## src/rtl/pme_pkg.sv

```systemverilog
package pme_pkg;
    localparam int PME_CLK_HZ = 25_000_000;
    // Pulse burst on the mode-select pin.
    localparam logic [3:0] PME_PULSE_MAX = 4'hb;
    localparam logic [3:0] PME_PULSE_SAT = 4'hc;
    localparam logic [3:0] PME_PULSES_UART_XTAL = 4'h0;
    localparam logic [3:0] PME_PULSES_UART_EXT = 4'h3;
    localparam logic [3:0] PME_PULSES_CSI = 4'h8;
    // Quiet high time that closes a pulse burst.
    localparam int PME_BURST_IDLE_US = 1000;
    localparam int PME_BURST_IDLE_CYC = PME_BURST_IDLE_US * (PME_CLK_HZ / 1_000_000);
    // Clocked serial channel transfer clock limits.
    localparam int PME_SCLK_MAX_HZ = 2_500_000;
    localparam int PME_SCLK_MIN_HZ = 2_400;
    localparam int PME_SCLK_MIN_HALF_CYC =
        (PME_CLK_HZ + 2 * PME_SCLK_MAX_HZ - 1) / (2 * PME_SCLK_MAX_HZ);
    localparam int PME_SCLK_MAX_HALF_CYC = PME_CLK_HZ / (2 * PME_SCLK_MIN_HZ);
    // Asynchronous channel fixed rate.
    localparam int PME_UART_BPS = 115_200;
    localparam logic [15:0] PME_UART_BIT_CYC = 16'(PME_CLK_HZ / PME_UART_BPS);
    localparam logic [15:0] PME_UART_TOL_CYC = 16'h0008;
    localparam int PME_RESET_CMD_LOW_BITS = 1;
    localparam logic [15:0] PME_CNT_SAT = 16'hffff;

    typedef enum logic [6:0] {
        ST_STRAP = 7'h01,
        ST_NORMAL = 7'h02,
        ST_COUNT = 7'h04,
        ST_UART_SYNC = 7'h08,
        ST_UART_RUN = 7'h10,
        ST_CSI_RUN = 7'h20,
        ST_ERROR = 7'h40
    } pme_state_type;

    typedef enum logic [3:0] {
        COMM_NONE = 4'h1,
        COMM_UART_XTAL = 4'h2,
        COMM_UART_EXT = 4'h4,
        COMM_CSI = 4'h8
    } pme_comm_type;
endpackage

```

## src/rtl/pme_sel_if.sv

```systemverilog
`timescale 1ns/1ps
interface pme_sel_if;
    logic count_en;
    logic [3:0] pulse_count;
    logic burst_done;
    logic meter_uart;
    logic meter_csi;
    logic [15:0] bit_cycles;
    logic baud_locked;
    logic rate_err;
    modport counter (input count_en, output pulse_count, output burst_done);
    modport meter (input meter_uart, input meter_csi, output bit_cycles, output baud_locked,
        output rate_err);
    modport ctrl (output count_en, output meter_uart, output meter_csi, input pulse_count,
        input burst_done, input bit_cycles, input baud_locked, input rate_err);
endinterface

```

## src/rtl/pme_pulse_counter.sv

```systemverilog
`timescale 1ns/1ps
module pme_pulse_counter
    import pme_pkg::*;
#(
    parameter int IDLE_CYC = PME_BURST_IDLE_CYC
) (
    input wire logic clk,
    input wire logic rst,
    input wire logic mode_pin,
    pme_sel_if.counter sel
);
    typedef struct packed {
        logic prev;
        logic [3:0] cnt;
        logic [23:0] idle;
        logic done;
    } pme_cnt_state_type;

    pme_cnt_state_type st_q;
    pme_cnt_state_type st_d;

    always_comb begin
        st_d = st_q;
        st_d.prev = mode_pin;
        if (!sel.count_en) begin
            st_d.cnt = 4'h0;
            st_d.idle = 24'h000000;
            st_d.done = 1'b0;
        end else if (!st_q.done) begin
            if (!mode_pin) begin
                st_d.idle = 24'h000000;
            end else if (!st_q.prev) begin
                // A pulse is a low phase ended by the return to high.
                // Counting saturates one past the legal maximum so overruns stay visible.
                st_d.idle = 24'h000000;
                if (st_q.cnt != PME_PULSE_SAT) begin
                    st_d.cnt = st_q.cnt + 4'h1;
                end
            end else if (st_q.idle < 24'(IDLE_CYC - 1)) begin
                st_d.idle = st_q.idle + 24'h000001;
            end else begin
                st_d.done = 1'b1;
            end
        end
    end

    always_ff @(posedge clk or posedge rst) begin
        if (rst) begin
            st_q <= '{prev: 1'b1, cnt: 4'h0, idle: 24'h000000, done: 1'b0};
        end else begin
            st_q <= st_d;
        end
    end

    assign sel.pulse_count = st_q.cnt;
    assign sel.burst_done = st_q.done;
endmodule

```

## src/rtl/pme_rate_meter.sv

```systemverilog
`timescale 1ns/1ps
module pme_rate_meter
    import pme_pkg::*;
#(
    parameter int SCLK_MAX_HALF = PME_SCLK_MAX_HALF_CYC,
    parameter int RESET_CMD_LOW_BITS = PME_RESET_CMD_LOW_BITS
) (
    input wire logic clk,
    input wire logic rst,
    input wire logic rx_pin,
    input wire logic sclk_pin,
    pme_sel_if.meter sel
);
    typedef struct packed {
        logic prev_rx;
        logic prev_sclk;
        logic meas_on;
        logic [15:0] width;
        logic locked;
        logic [15:0] bits;
        logic err;
        logic [15:0] phase;
    } pme_meter_state_type;

    pme_meter_state_type st_q;
    pme_meter_state_type st_d;
    logic [15:0] bit_est;

    assign bit_est = 16'(st_q.width / 16'(RESET_CMD_LOW_BITS));

    always_comb begin
        st_d = st_q;
        st_d.prev_rx = rx_pin;
        st_d.prev_sclk = sclk_pin;
        if (sel.meter_uart) begin
            // The first low run after entry is the start of the reset command.
            if (!st_q.locked && !st_q.meas_on && st_q.prev_rx && !rx_pin) begin
                st_d.meas_on = 1'b1;
                st_d.width = 16'h0001;
            end else if (st_q.meas_on && !rx_pin) begin
                if (st_q.width != PME_CNT_SAT) begin
                    st_d.width = st_q.width + 16'h0001;
                end
            end else if (st_q.meas_on && rx_pin) begin
                st_d.meas_on = 1'b0;
                st_d.locked = 1'b1;
                st_d.bits = bit_est;
                if (bit_est < PME_UART_BIT_CYC - PME_UART_TOL_CYC ||
                    bit_est > PME_UART_BIT_CYC + PME_UART_TOL_CYC) begin
                    st_d.err = 1'b1;
                end
            end
        end else if (sel.meter_csi) begin
            if (st_q.prev_sclk != sclk_pin) begin
                if (st_q.phase < 16'(PME_SCLK_MIN_HALF_CYC)) begin
                    st_d.err = 1'b1;
                end
                st_d.phase = 16'h0001;
            end else begin
                if (st_q.phase != PME_CNT_SAT) begin
                    st_d.phase = st_q.phase + 16'h0001;
                end
                // The clock idles high between bytes, so only a long low phase is too slow.
                if (!sclk_pin && st_q.phase > 16'(SCLK_MAX_HALF)) begin
                    st_d.err = 1'b1;
                end
            end
        end else begin
            st_d.phase = PME_CNT_SAT;
        end
    end

    always_ff @(posedge clk or posedge rst) begin
        if (rst) begin
            st_q <= '{prev_rx: 1'b1, prev_sclk: 1'b1, meas_on: 1'b0, width: 16'h0000,
                locked: 1'b0, bits: 16'h0000, err: 1'b0, phase: 16'hffff};
        end else begin
            st_q <= st_d;
        end
    end

    assign sel.bit_cycles = st_q.bits;
    assign sel.baud_locked = st_q.locked;
    assign sel.rate_err = st_q.err;
endmodule

```

## src/rtl/pme_mode_entry.sv

```systemverilog
// What this block does
// - In programming mode, all non-programming pins stay in their post-reset state.
// - Mode-select pin low at reset release selects normal operation.
// - Mode-select pin high at reset release enters programming mode.
// - Programmer then sends up to 11 pulses; device counts them.
// - Zero pulses: UART on crystal; three: UART external clock; eight: clocked serial.
// - Clocked serial mode runs only on internal fast oscillator, clock up to 2.5 MHz.
// - UART mode runs only on crystal or external clock, never internal oscillator.
// - UART receive bit timing is measured from the programmer's reset command.
// - Clocked serial uses out, in and clock pins; UART uses transmit and receive.
// - Programmer starts every exchange; device answers each command.
// - Clocked serial accepts 2.4 kHz to 2.5 MHz; UART fixed at 115200 bps.
`timescale 1ns/1ps
module pme_mode_entry
    import pme_pkg::*;
#(
    parameter int BURST_IDLE_CYCLES = PME_BURST_IDLE_CYC,
    parameter int SCLK_MAX_HALF_CYCLES = PME_SCLK_MAX_HALF_CYC,
    parameter int RESET_CMD_LOW_BITS = PME_RESET_CMD_LOW_BITS
) (
    input wire logic CORE_CLK,
    input wire logic SYS_RST,
    input wire logic MODE_SELECT_PIN,
    input wire logic ASYNC_RECEIVE_PIN,
    input wire logic CLOCKED_SERIAL_SCLK,
    output logic PROG_MODE,
    output logic NORMAL_MODE,
    output logic HOLD_PORTS_AT_RESET_STATE,
    output pme_pkg::pme_comm_type COMM_MODE,
    output logic CLK_SEL_CRYSTAL,
    output logic CLK_SEL_EXTERNAL,
    output logic CLK_SEL_INT_FAST_OSC,
    output logic ASYNC_CHANNEL_EN,
    output logic CLOCKED_CHANNEL_EN,
    output logic ASYNC_TRANSMIT_PIN_OE_N,
    output logic CLOCKED_SERIAL_OUT_OE_N,
    output logic LINK_READY,
    output logic [15:0] BAUD_BIT_CYCLES,
    output logic MODE_ERROR,
    output logic RATE_ERROR
);
    import pme_pkg::*;

    typedef struct packed {
        pme_state_type state;
        logic prog;
        logic normal;
        logic hold;
        pme_comm_type comm;
        logic clk_xtal;
        logic clk_ext;
        logic clk_int;
        logic async_en;
        logic csi_en;
        logic tx_oe_n;
        logic so_oe_n;
        logic ready;
        logic [15:0] baud;
        logic mode_err;
        logic rate_err;
    } pme_top_state_type;

    localparam pme_top_state_type PME_TOP_RESET = '{
        state: ST_STRAP, prog: 1'b0, normal: 1'b0, hold: 1'b0, comm: COMM_NONE,
        clk_xtal: 1'b0, clk_ext: 1'b0, clk_int: 1'b0, async_en: 1'b0, csi_en: 1'b0,
        tx_oe_n: 1'b1, so_oe_n: 1'b1, ready: 1'b0, baud: 16'h0000, mode_err: 1'b0,
        rate_err: 1'b0};

    pme_top_state_type st_q;
    pme_top_state_type st_d;

    pme_sel_if sel ();

    function automatic pme_comm_type decode_pulses(input logic [3:0] n);
        if (n == PME_PULSES_UART_XTAL) begin
            decode_pulses = COMM_UART_XTAL;
        end else if (n == PME_PULSES_UART_EXT) begin
            decode_pulses = COMM_UART_EXT;
        end else if (n == PME_PULSES_CSI) begin
            decode_pulses = COMM_CSI;
        end else begin
            decode_pulses = COMM_NONE;
        end
    endfunction

    pme_pulse_counter #(
        .IDLE_CYC(BURST_IDLE_CYCLES)
    ) u_counter (
        .clk(CORE_CLK),
        .rst(SYS_RST),
        .mode_pin(MODE_SELECT_PIN),
        .sel(sel.counter)
    );

    pme_rate_meter #(
        .SCLK_MAX_HALF(SCLK_MAX_HALF_CYCLES),
        .RESET_CMD_LOW_BITS(RESET_CMD_LOW_BITS)
    ) u_meter (
        .clk(CORE_CLK),
        .rst(SYS_RST),
        .rx_pin(ASYNC_RECEIVE_PIN),
        .sclk_pin(CLOCKED_SERIAL_SCLK),
        .sel(sel.meter)
    );

    assign sel.count_en = (st_q.state == ST_COUNT);
    assign sel.meter_uart = st_q.async_en;
    assign sel.meter_csi = st_q.csi_en;

    always_comb begin
        pme_comm_type comm;
        comm = decode_pulses(sel.pulse_count);
        st_d = st_q;
        case (st_q.state)
            ST_STRAP: begin
                // The strap is caught on the first clock after reset lets go.
                if (MODE_SELECT_PIN) begin
                    st_d.state = ST_COUNT;
                    st_d.prog = 1'b1;
                    st_d.hold = 1'b1;
                end else begin
                    st_d.state = ST_NORMAL;
                    st_d.normal = 1'b1;
                end
            end
            ST_NORMAL: begin
                st_d.state = ST_NORMAL;
            end
            ST_COUNT: begin
                if (sel.burst_done) begin
                    st_d.comm = comm;
                    if (sel.pulse_count > PME_PULSE_MAX || comm == COMM_NONE) begin
                        st_d.state = ST_ERROR;
                        st_d.mode_err = 1'b1;
                    end else if (comm == COMM_CSI) begin
                        st_d.state = ST_CSI_RUN;
                        st_d.clk_int = 1'b1;
                        st_d.csi_en = 1'b1;
                        st_d.so_oe_n = 1'b0;
                        // No rate lock is needed: the programmer supplies the clock.
                        st_d.ready = 1'b1;
                    end else begin
                        st_d.state = ST_UART_SYNC;
                        st_d.clk_xtal = (comm == COMM_UART_XTAL);
                        st_d.clk_ext = (comm == COMM_UART_EXT);
                        st_d.async_en = 1'b1;
                        st_d.tx_oe_n = 1'b0;
                    end
                end
            end
            ST_UART_SYNC: begin
                if (sel.baud_locked) begin
                    if (sel.rate_err) begin
                        st_d.state = ST_ERROR;
                        st_d.rate_err = 1'b1;
                    end else begin
                        st_d.state = ST_UART_RUN;
                        st_d.baud = sel.bit_cycles;
                        st_d.ready = 1'b1;
                    end
                end
            end
            ST_UART_RUN: begin
                st_d.state = ST_UART_RUN;
            end
            ST_CSI_RUN: begin
                // A rate fault is reported but the channel keeps running.
                if (sel.rate_err) begin
                    st_d.rate_err = 1'b1;
                end
            end
            ST_ERROR: begin
                // Only a fresh reset leaves the fault state, so the outputs stay parked.
                st_d.ready = 1'b0;
                st_d.tx_oe_n = 1'b1;
                st_d.so_oe_n = 1'b1;
                st_d.async_en = 1'b0;
                st_d.csi_en = 1'b0;
            end
            default: begin
                st_d = PME_TOP_RESET;
            end
        endcase
    end

    always_ff @(posedge CORE_CLK or posedge SYS_RST) begin
        if (SYS_RST) begin
            st_q <= PME_TOP_RESET;
        end else begin
            st_q <= st_d;
        end
    end

    assign PROG_MODE = st_q.prog;
    assign NORMAL_MODE = st_q.normal;
    assign HOLD_PORTS_AT_RESET_STATE = st_q.hold;
    assign COMM_MODE = st_q.comm;
    assign CLK_SEL_CRYSTAL = st_q.clk_xtal;
    assign CLK_SEL_EXTERNAL = st_q.clk_ext;
    assign CLK_SEL_INT_FAST_OSC = st_q.clk_int;
    assign ASYNC_CHANNEL_EN = st_q.async_en;
    assign CLOCKED_CHANNEL_EN = st_q.csi_en;
    assign ASYNC_TRANSMIT_PIN_OE_N = st_q.tx_oe_n;
    assign CLOCKED_SERIAL_OUT_OE_N = st_q.so_oe_n;
    assign LINK_READY = st_q.ready;
    assign BAUD_BIT_CYCLES = st_q.baud;
    assign MODE_ERROR = st_q.mode_err;
    assign RATE_ERROR = st_q.rate_err;
endmodule

```

## config.mk

```make
export PLATFORM = sky130hd
export DESIGN_NAME = pme_mode_entry
export DESIGN_NICKNAME = d
export VERILOG_FILES = /design/src/rtl/pme_pkg.sv /design/src/rtl/pme_sel_if.sv /design/src/rtl/pme_pulse_counter.sv /design/src/rtl/pme_rate_meter.sv /design/src/rtl/pme_mode_entry.sv
export SDC_FILE = /design/constraint.sdc
export NUM_CORES = 1
export LEC_CHECK = 0
export BUFFER_PORTS_ARGS = -buffer_cell sky130_fd_sc_hd__buf_4
export CORE_UTILIZATION = 47
export CTS_BUF_LIST = sky130_fd_sc_hd__clkbuf_8 sky130_fd_sc_hd__clkbuf_16
export CTS_CLUSTER_DIAMETER = 200
export DETAILED_ROUTE_END_ITERATION = 8
export GPL_TIMING_DRIVEN = 0
export PLACE_DENSITY = 0.73
export SLEW_MARGIN = 20
export SYNTH_ARGS = -nofsm -noshare
export SYNTH_HDL_FRONTEND = slang
export SYNTH_HIERARCHICAL = 1
export SYNTH_SLANG_ARGS = --single-unit
```

## constraint.sdc

```tcl
create_clock -name CORE_CLK -period 3.35 [get_ports CORE_CLK]
set_input_delay 0.1675 -clock CORE_CLK [delete_from_list [all_inputs] [get_ports CORE_CLK]]
set_output_delay 0.1675 -clock CORE_CLK [all_outputs]
set_load 0.01 [all_outputs]
```

# [Word-level counts from Yosys, hierarchy flattened]
# Cells that the tools add are included.
[totals] register_bits=123 in_bits=5 out_inout_bits=33 word_cells=189
[classes] add_sub_neg=4 order_cmp=6 n_eq_ne=38 mux=59 bitwise_logic=10 reduce_logical=44
[ops] op="$mux W24" n=3
[ops] op="$mux W17" n=4
[ops] op="$mux W16" n=4
[ops] op="$mux W29" n=2
[ops] op="$pmux W7 S6" n=1
[ops] op="$add A16 B1 Y16 const B" n=2
[ops] op="$ne A16 B16 Y1 const B" n=2
[ops] op="$pmux W16 S2" n=1
[ops] op="$mux W7" n=4
[ops] op="$ne A2 B2 Y1 const B" n=14
[ops] op="$add A24 B1 Y24 const B" n=1
[ops] op="$lt A24 B15 Y1 const B" n=1
[ops] op="$mux W4" n=6
[ops] op="$reduce_and A4 Y1" n=6
[ops] op="$mux W1" n=22
[ops] op="$reduce_or A6 Y1" n=3
[ops] op="$gt A16 B13 Y1 const B" n=1
[ops] op="$gt A16 B8 Y1 const B" n=1
[ops] op="$lt A16 B3 Y1 const B" n=1
[ops] op="$lt A16 B8 Y1 const B" n=1
[ops] op="$reduce_and A3 Y1" n=5
[ops] op="$pmux W7 S2" n=1
[ops] op="$mux W12" n=1
[ops] op="$reduce_and A2 Y1" n=6
[ops] op="other kinds (38)" n=68

# [Depth between registers and ports, before layout]
# Gate-level depths: netlist of run 1.
[logic_depth] word_depth=9 mapped_depth=11 depth_no_buf=8

# [Modules after synthesis]
# Netlist of run 1, hierarchy kept.
[modules_own_cells] module="pme_rate_meter" n_inst=1 cells_per_inst=306 area_per_inst_um2=2961.6
[modules_own_cells] module="pme_mode_entry" n_inst=1 cells_per_inst=187 area_per_inst_um2=2045.7
[modules_own_cells] module="pme_pulse_counter" n_inst=1 cells_per_inst=154 area_per_inst_um2=1522.7

# [Worst setup path before layout of run 1]
# No wires, ideal clock.
[synth_timing] path_type="reg2reg" from="reg, netlist name st_q[38]" to="reg u_counter/st_q[15] in the netlist's numbering" setup_ps=77 t_arrival_ps=2847 path_slack_ps=425 path_stages_with_launch=11 synth_period_minus_slack_ps=2925 cell_sequence="dfrtp_1 buf_6 or4_4 or3_1 buf_6 clkinv_8 and3_1 nand2b_1 a2111o_1 or4_1 a21oi_1"
[synth_lines] item="end signal: assignment" line_no="pme_pulse_counter.sv:49" rtl="st_q <= '{prev: 1'b1, cnt: 4'h0, idle: 24'h000000, done: 1'b0};"
[synth_lines] item="end signal: assignment" line_no="pme_pulse_counter.sv:51" rtl="st_q <= st_d;"
[synth_lines] item="end: declaration" line_no="pme_pulse_counter.sv:19" rtl="pme_cnt_state_type st_q;"

==> results of run 1 <==
[cell usage in the layout, fill, tap and decap left out, types with 11 or more instances in the layout]
cell and count:
sky130_fd_sc_hd__a21o_1 14, sky130_fd_sc_hd__a21oi_1 29, sky130_fd_sc_hd__a22o_1 24, sky130_fd_sc_hd__and2_1 14
sky130_fd_sc_hd__and3_1 14, sky130_fd_sc_hd__buf_4 78, sky130_fd_sc_hd__clkbuf_1 14, sky130_fd_sc_hd__clkbuf_16 17
sky130_fd_sc_hd__dfrtp_1 99, sky130_fd_sc_hd__dfstp_2 23, sky130_fd_sc_hd__inv_1 26, sky130_fd_sc_hd__mux2_2 11
sky130_fd_sc_hd__nand2_1 51, sky130_fd_sc_hd__nand2b_1 12, sky130_fd_sc_hd__nand3_1 23, sky130_fd_sc_hd__nor2_1 38
sky130_fd_sc_hd__nor3_1 17, sky130_fd_sc_hd__o21ai_0 23, sky130_fd_sc_hd__xnor2_1 12
[through the flow]
stage	cell area, sq um	hold slack [ns]	setup slack, ns
after global placement	7030	0.317	0.228
after detailed placement	7080	0.213	0.204
after floorplan	6530	0.172	0.425
final	7710	0.326	0.189
after CTS	7700	0.321	0.181
after global routing	7710	0.358	0.0285
[cell families (layout without fill, tap and decap cells)]
kind of cell / Yosys count / in the layout / synth area share (%)
AO/OA/AOI/OAI: 155 / 155 / 17.6
XOR/XNOR: 19 / 19 / 2.66
adder cells (fa/ha/maj): 9 / 9 / 1.72
buffers and inverters: 90 / 164 / 8.16
flip-flops: 122 / 122 / 47.2
multiplexers: 15 / 15 / 2.55
AND/OR/NAND/NOR: 237 / 237 / 20.1
[flip-flops by register name, summed over array words and instances (netlist names), 4 cells and up]
name	count
u_counter/sel.pulse_count	4
u_counter/st_q	25
u_meter/sel.bit_cycles	16
COMM_MODE	4
BAUD_BIT_CYCLES	16
u_meter/st_q	35
st_q	7
[how the worst min path moves through the flow]
| stage | startpoint | endpoint | depth (start not counted) |
|---|---|---|---|
| final | SYS_RST | MODE_ERROR | 3 |
| after global routing | SYS_RST | st_q[35] | 3 |
| after CTS | SYS_RST | MODE_ERROR | 3 |
| after detailed placement | SYS_RST | COMM_MODE[2] | 2 |
| after global placement | ASYNC_RECEIVE_PIN | u_meter/st_q[52] | 1 |
| after floorplan | MODE_SELECT_PIN | u_counter/st_q[29] | 0 |
[final cells by class]
type,instances,area (sq um)
inverters,26,110
multi-input cells,435,2920
repair buffers,43,365
clock buffers,19,453
well taps,176,220
fillers,1117,5690
flip-flops and latches,122,3080
clock inverters,12,135
plain buffers,64,423
[tightest hold or removal path, cell delays in order]
cell and delay (ns):
sky130_fd_sc_hd__dlygate4sd3_1 0.54, sky130_fd_sc_hd__buf_4 0.16, sky130_fd_sc_hd__inv_2 0.30
[layer usage]
| metal | global-route usage (%) | wire length (um) |
|---|---|---|
| met5 | 0 | 0 |
| met4 | 8.83 | 289 |
| met3 | 4.61 | 606 |
| met2 | 33.4 | 7000 |
| met1 | 29.9 | 6750 |
[power by group through the flow]
| stage | clock [mW] | combinational [mW] | sequential, mW |
|---|---|---|---|
| finish | 1.83 | 1.72 | 2.00 |
| global route | 1.92 | 1.89 | 2.03 |
| CTS | 1.86 | 1.70 | 1.99 |
| detailed placement | 0 | 1.69 | 2.01 |
| global placement | 0 | 1.63 | 2.00 |
| floorplan | 0 | 1.27 | 1.95 |
==> metrics.log, run 1 <==
[metrics] worst-path fanout max: 14
[metrics] final cycle utilization of the critical path: a little over nine tenths
[metrics] core occupancy in the finished layout: between 50% and 60%
[metrics] number of distinct library cells after synthesis: between 80 and 90
[metrics] async set-reset flop share out of synthesis: 100%
[metrics] vias per inst: about 5.8
[metrics] Clk pin slew, worst setup/hold paths: 0.06 ns
[metrics] share of power burned in the clock network: approximately a third
[metrics] Highest Clock Rate: 316 MHz
[metrics] count of placed standard cells including taps: approximately 860
[metrics] gpl congestion: 0.894
[metrics] Synth Instances: 647
[metrics] launching element of the worst setup path: st_q[34]
[metrics] Warnings, synthesis: 6
[metrics] worst endpoint data arrival time: 3.50 ns
[metrics] count of H-tree levels built during CTS: 4
[metrics] Avg Inst Size Synth: ~10 sq um
[metrics] number of resized instances in the post-cts repair step: 0
[metrics] Net Switching: about 1.9 mW
[metrics] type of the worst setup path: register to register
[metrics] dominant cell type by area after synthesis: sky130_fd_sc_hd__dfrtp_1
[metrics] area enclosed by the die boundary: about 14,000 sq um
[metrics] terminus of the critical flop-to-flop path: u_counter/st_q[15]
[metrics] reported leakage power: between 3 and 4 nW
[metrics] Tightest Pin Transition: between 0.7 and 0.8 ns
[metrics] commonest cells in the synthesized netlist: sky130_fd_sc_hd__dfrtp_1, sky130_fd_sc_hd__nand2_1, sky130_fd_sc_hd__buf_4
[metrics] endpoint class of the critical path: register
[metrics] global-route usage over all layers: 21.7%
[metrics] last element of the critical path: u_counter/st_q[15]
[metrics] share of total power consumed by net switching: between 30% and 40%
[metrics] buffers from clock root to sink, at most: 2
[metrics] DRC violations left: 0
[metrics] Data required, critical path: approximately 3.7 ns
[metrics] Sum Neg Setup Slack: 0 ns
[metrics] final period demand of the worst path: 3.16 ns
[metrics] GRT overflow: 0
[metrics] growth of design area from synthesis to finish: 18.1%
[metrics] register-to-register setup slack: around 0.19 ns
[metrics] endpoints failing setup: 0
[metrics] number of antenna violations at the first check in global routing: 0
[metrics] final-stage net count: approximately 720
[metrics] Worst setup SP type: register
[metrics] post-synthesis instance area: ~6500 sq um
[metrics] Crit path max-delay family: simple AND/OR/NAND/NOR gates
[metrics] die height: ~120 um
[metrics] via count: 5,206
[metrics] clock tree from TritonCTS: built
[metrics] delay of the slowest cell on the worst path: 0.58 ns
[metrics] post-route insts no fill: between 800 and 900
[metrics] result of the run: finished, final reports clean
[metrics] FP Rows: 42
[metrics] most used flip-flop cell after synthesis: sky130_fd_sc_hd__dfrtp_1
[metrics] final number of hold-violating endpoints: 0
[metrics] relative contribution of combinational cells to total power: 30.9%
[metrics] Max Transition Viols Final: 0
[metrics] number of diodes: 0
[metrics] library cell contributing the largest single delay on the critical path: sky130_fd_sc_hd__or4_4
[metrics] later-pin clock latency in the skew report: roughly 0.42 ns
[metrics] share of final-layout standard cells stronger than drive strength 1: around a quarter
[metrics] global-route wire length before repair: approximately 25,000 um
[metrics] setup repair after global routing missed its margin: false
[metrics] initial core utilization: 48.7%
[metrics] number of synthesized flops with an enable pin: 0
[metrics] DRC violation total after the first TritonRoute iteration: approximately 540
[metrics] Detailed Routing Iterations Pass 1: 5
[metrics] number of buffers added on ports: 37
[metrics] Syn Nets: between 600 and 700
[metrics] largest net degree at the start of global routing: 31
[metrics] drt wl/cell: between 15 and 20 um
[metrics] clock skew: ~0.011 ns
[metrics] number of synthesized register bits: around 120
[metrics] count of hold-fix buffers inserted at cts: 4
[metrics] vias in the first global route: about 4.9k
[metrics] Power Total: between 5 and 6 mW
[metrics] worst r2r src: st_q[34]
[metrics] count of boundary I/O pins: 38
[metrics] HPWL after DPL: approximately 10,000 um
[metrics] number of buffers and inverters on the critical path: 2
[metrics] post-synth top area share: a little under two fifths
[metrics] share of the yosys chip area belonging to registers: 47.2%
[metrics] fraction of power consumed by sequential logic: 36.1%
[metrics] number of cells on the critical path: 9
[metrics] top cells by area in the synthesized netlist: sky130_fd_sc_hd__dfrtp_1, sky130_fd_sc_hd__dfstp_2, sky130_fd_sc_hd__buf_4, sky130_fd_sc_hd__a22o_1, sky130_fd_sc_hd__nand2_1
[metrics] total routed wirelength: 14,600 um
[metrics] Pint: roughly 3.6 mW
[metrics] placeable core region: around 13,000 sq um
[metrics] Max VDD drop: roughly 0.00046 V
[metrics] Sink Count: ~120
[metrics] logic depth of the worst register-to-register path: 9
[metrics] worst rel slew slack: roughly half
[metrics] number of nets with antenna violations after routing: 0
[metrics] die outline width: roughly 120 um
[metrics] power density over the cells: 720 nW/um^2
[metrics] most used standard cell by instance count after synthesis: sky130_fd_sc_hd__dfrtp_1
[metrics] Post-CTS Setup Repair Bufs: 0
[metrics] cell chain of the critical path: or4_4 > or3_1 > buf_6 > clkinv_8 > and3_1 > nand2b_1 > a2111o_1 > or4_1 > a21oi_1
[metrics] buffer cell driving the clock tree root: sky130_fd_sc_hd__clkbuf_16
[metrics] TritonCTS buffer count: 17
[metrics] maxcap violations: 0
[metrics] kind of path behind the tightest hold check: input port to async pin
No activity file was read; power rests on OpenSTA's default activity.
==> run 2: changes to the inputs <==
--- a/config.mk
+++ b/config.mk
@@ -11,6 +11,7 @@
 export CTS_CLUSTER_DIAMETER = 200
 export DETAILED_ROUTE_END_ITERATION = 8
 export GPL_TIMING_DRIVEN = 0
+export MAX_ROUTING_LAYER = met4
 export PLACE_DENSITY = 0.73
 export SLEW_MARGIN = 20
 export SYNTH_ARGS = -nofsm -noshare
==> run 2 against run 1 <==
Compared with the run above: cell area about the same; combinational power about the same; cell count grew 0.11%; sequential power about the same; flip-flop and latch count stayed put.
==> metrics.log, run 2 (synthesis gave the netlist of run 1 again) <==
[metrics] number of nets with antenna violations after routing: 0 (unchanged)
[metrics] share of final-layout standard cells stronger than drive strength 1: 24.4% (+0.66 points)
[metrics] final-stage net count: 723 (unchanged)
[metrics] power density over the cells: 714 nW/um^2 (-0.93%)
[metrics] share of total power consumed by net switching: 34.7% (+0.24 points)
[metrics] share of power burned in the clock network: 32.8% (-0.2 points)
[metrics] count of boundary I/O pins: 38 (unchanged)
[metrics] FF+latch area: 3080 sq um (unchanged)
[metrics] HPWL after DPL: 10,200 um (-0.88%)
[metrics] number of diodes: 0 (unchanged)
[metrics] Detailed Routing Iterations Pass 1: 8 (+3)
[metrics] Data required, critical path: 3.69 ns (about the same)
[metrics] worst-path fanout max: 14 (unchanged)
[metrics] total routed wirelength: 14,400 um (-1.4%)
[metrics] endpoints failing setup: 0 (unchanged)
[metrics] area enclosed by the die boundary: 14,400 sq um (unchanged)
[metrics] FP Rows: 42 (unchanged)
[metrics] initial core utilization: 48.7% (unchanged)
[metrics] register containing the most flip-flops in the final layout: u_meter/st_q
[metrics] endpoint class of the critical path: register
[metrics] DRC violation total after the first TritonRoute iteration: 487 (-10%)
[metrics] kind of path behind the tightest hold check: input port to async pin
[metrics] global-route usage over all layers: 22.4% (+0.61 points)
[metrics] number of resized instances in the post-cts repair step: 0 (unchanged)
[metrics] type of the worst setup path: register to register
[metrics] final period demand of the worst path: 3.15 ns (-0.0129 ns)
[metrics] growth of design area from synthesis to finish: 18.1% (about the same)
[metrics] setup repair after global routing missed its margin: false
[metrics] maxcap violations: 0 (unchanged)
[metrics] Pint: 3.59 mW (-1.3%)
[metrics] max FFs per register: 35 (unchanged)
[metrics] DRC violations left: 0 (unchanged)
[metrics] buffer cell driving the clock tree root: sky130_fd_sc_hd__clkbuf_16
[metrics] Worst setup SP type: register
[metrics] global-route wire length before repair: 24,200 um (-1.4%)
[metrics] Sink Count: 122 (unchanged)
[metrics] Power Total: 5.50 mW (-0.89%)
[metrics] Max VDD drop: 0.000410 V (-11%)
[metrics] combined area of the multi-input logic cells: 2920 sq um (unchanged)
[metrics] fraction of power consumed by sequential logic: 36.3% (+0.2 points)
[metrics] placeable core region: 13,400 sq um (unchanged)
[metrics] vias per inst: 5.74 (-1.0%)
[metrics] WHS: 0.357 ns (+0.0305 ns)
[metrics] Max Transition Viols Final: 0 (unchanged)
[metrics] leading cell type in the layout, fill and taps excluded: sky130_fd_sc_hd__dfrtp_1
[metrics] TritonCTS buffer count: 17 (unchanged)
[metrics] result of the run: finished, final reports clean
[metrics] via count: 5,158 (-0.92%)
[metrics] largest net degree at the start of global routing: 31 (unchanged)
[metrics] Clk pin slew, worst setup/hold paths: 0.05 ns (about the same)
[metrics] worst rel slew slack: 51.3% (-0.26 points)
[metrics] gpl congestion: 0.887 (-0.76%)
[metrics] number of filler instances in the final layout: 1,139 (+2.0%)
[metrics] Worst Setup Slack, final: 0.202 ns (+0.0129 ns)
[metrics] Tightest Pin Transition: 0.729 ns (+0.00692 ns)
[metrics] Net Switching: 1.91 mW (-0.20%)
[metrics] final cycle utilization of the critical path: 94.0% (-0.38 points)
[metrics] buffers from clock root to sink, at most: 2 (unchanged)
[metrics] reported leakage power: 3.59 nW (-0.77%)
[metrics] Highest Clock Rate: 318 MHz (+0.41%)
[metrics] die outline width: 120 um (unchanged)
[metrics] die height: 120 um (unchanged)
[metrics] vias in the first global route: 4,919 (unchanged)
[metrics] count of H-tree levels built during CTS: 4 (unchanged)
[metrics] number of buffers added on ports: 37 (unchanged)
[metrics] number of antenna violations at the first check in global routing: 0 (unchanged)
[metrics] worst endpoint data arrival time: 3.49 ns (about the same)
[metrics] commonest non-fill, non-tap cells in the layout: sky130_fd_sc_hd__dfrtp_1, sky130_fd_sc_hd__buf_4, sky130_fd_sc_hd__nand2_1
[metrics] later-pin clock latency in the skew report: 0.42 ns (about the same)
[metrics] registers with the most flip-flops: u_meter/st_q: 35 flops, u_counter/st_q: 25 flops
[metrics] GRT overflow: 0 (unchanged)
[metrics] core occupancy in the finished layout: 57.6% (about the same)
[metrics] drt wl/cell: 16.1 um (-1.5%)
[metrics] clock skew: 0.0106 ns (-0.000440 ns)
[metrics] Setup WS pre-CTS: 0.238 ns (+0.0342 ns)
[metrics] relative contribution of combinational cells to total power: 30.9% (about the same)
[metrics] clock tree from TritonCTS: built
[metrics] register-to-register setup slack: 0.20 ns (about the same)
[metrics] final number of hold-violating endpoints: 0 (unchanged)
[metrics] Sum Neg Setup Slack: 0 ns (unchanged)
-- run 2: cell types whose count changed in the layout (fill, tap and decap cells not counted) --
cell                         before  now
sky130_fd_sc_hd__clkinv_2         2    3
sky130_fd_sc_hd__inv_1           26   22
sky130_fd_sc_hd__bufinv_16        3    2
sky130_fd_sc_hd__clkbuf_8         2    3
sky130_fd_sc_hd__clkinv_4         1    0
sky130_fd_sc_hd__clkinvlp_4       1    6
-- run 2: per-layer routing --
| metal | vias up | track usage [%] | routed length (um) |
|---|---|---|---|
| met2 | 133 | 34.2 | 6870 |
| met3 | 16 | 5.09 | 604 |
| met1 | 2551 | 29.0 | 6770 |
| met5 | - | - | 0 |
| li1 | 2458 | - | - |
| met4 | 0 | 8.36 | 197 |
-- run 2: final cells by class --
class | instances | area share (%)
Clock buffer | 20 | 6.05
Sequential cell | 122 | 40.0
Buffer | 64 | 5.48
Timing Repair Buffer | 43 | 4.74
Tap cell | 176 | 2.86
Clock inverter | 12 | 1.61
Multi-Input combinational cell | 435 | 37.9
Inverter | 26 | 1.43
-- run 2: power by group through the flow --
stage                     logic (mW)  clock network (mW)  registers (mW)
after floorplan                 1.27                   0            1.95
after global placement          1.63                   0            2.00
after detailed placement        1.68                   0            2.01
after CTS                       1.70                1.84            1.99
after global routing            1.89                1.89            2.04
final                           1.70                1.80            2.00
-- run 2: final timing paths --
check | startpoint | endpoint | depth (start not counted)
max | st_q[34] | u_counter/st_q[15] | 9
min in group CORE_CLK | ASYNC_RECEIVE_PIN | u_meter/st_q[52] | 2
min reg2reg | COMM_MODE[3] | COMM_MODE[3] | 1
max in group asynchronous | SYS_RST | u_meter/st_q[14] | 4
min | SYS_RST | COMM_MODE[2] | 3
max reg2reg | st_q[34] | u_counter/st_q[15] | 9
-- run 2: worst max-delay path: stages (launching register included) --
cell and delay [ns]:
sky130_fd_sc_hd__dfrtp_1 0.45, sky130_fd_sc_hd__or4_4 0.58, sky130_fd_sc_hd__or3_1 0.37, sky130_fd_sc_hd__buf_6 0.15, sky130_fd_sc_hd__clkinv_8 0.08, sky130_fd_sc_hd__and3_1 0.22
sky130_fd_sc_hd__nand2b_1 0.08, sky130_fd_sc_hd__a2111o_1 0.46, sky130_fd_sc_hd__or4_1 0.52, sky130_fd_sc_hd__a21oi_1 0.16
-- run 2: per-stage QoR --
step | cell area [sq um] | std cells
floorplan | 6530 | 647
global placement | 7030 | 860
detailed placement | 7080 | 862
CTS | 7710 | 898
global route | 7710 | 898
finish | 7710 | 898
-- run 2: repair_timing --
action                                  4_1_cts  5_1_grt
buffers inserted                              0        0
hold buffers                                  4        0
endpoints found under the setup margin        0        0
endpoints found under the hold margin        62        0
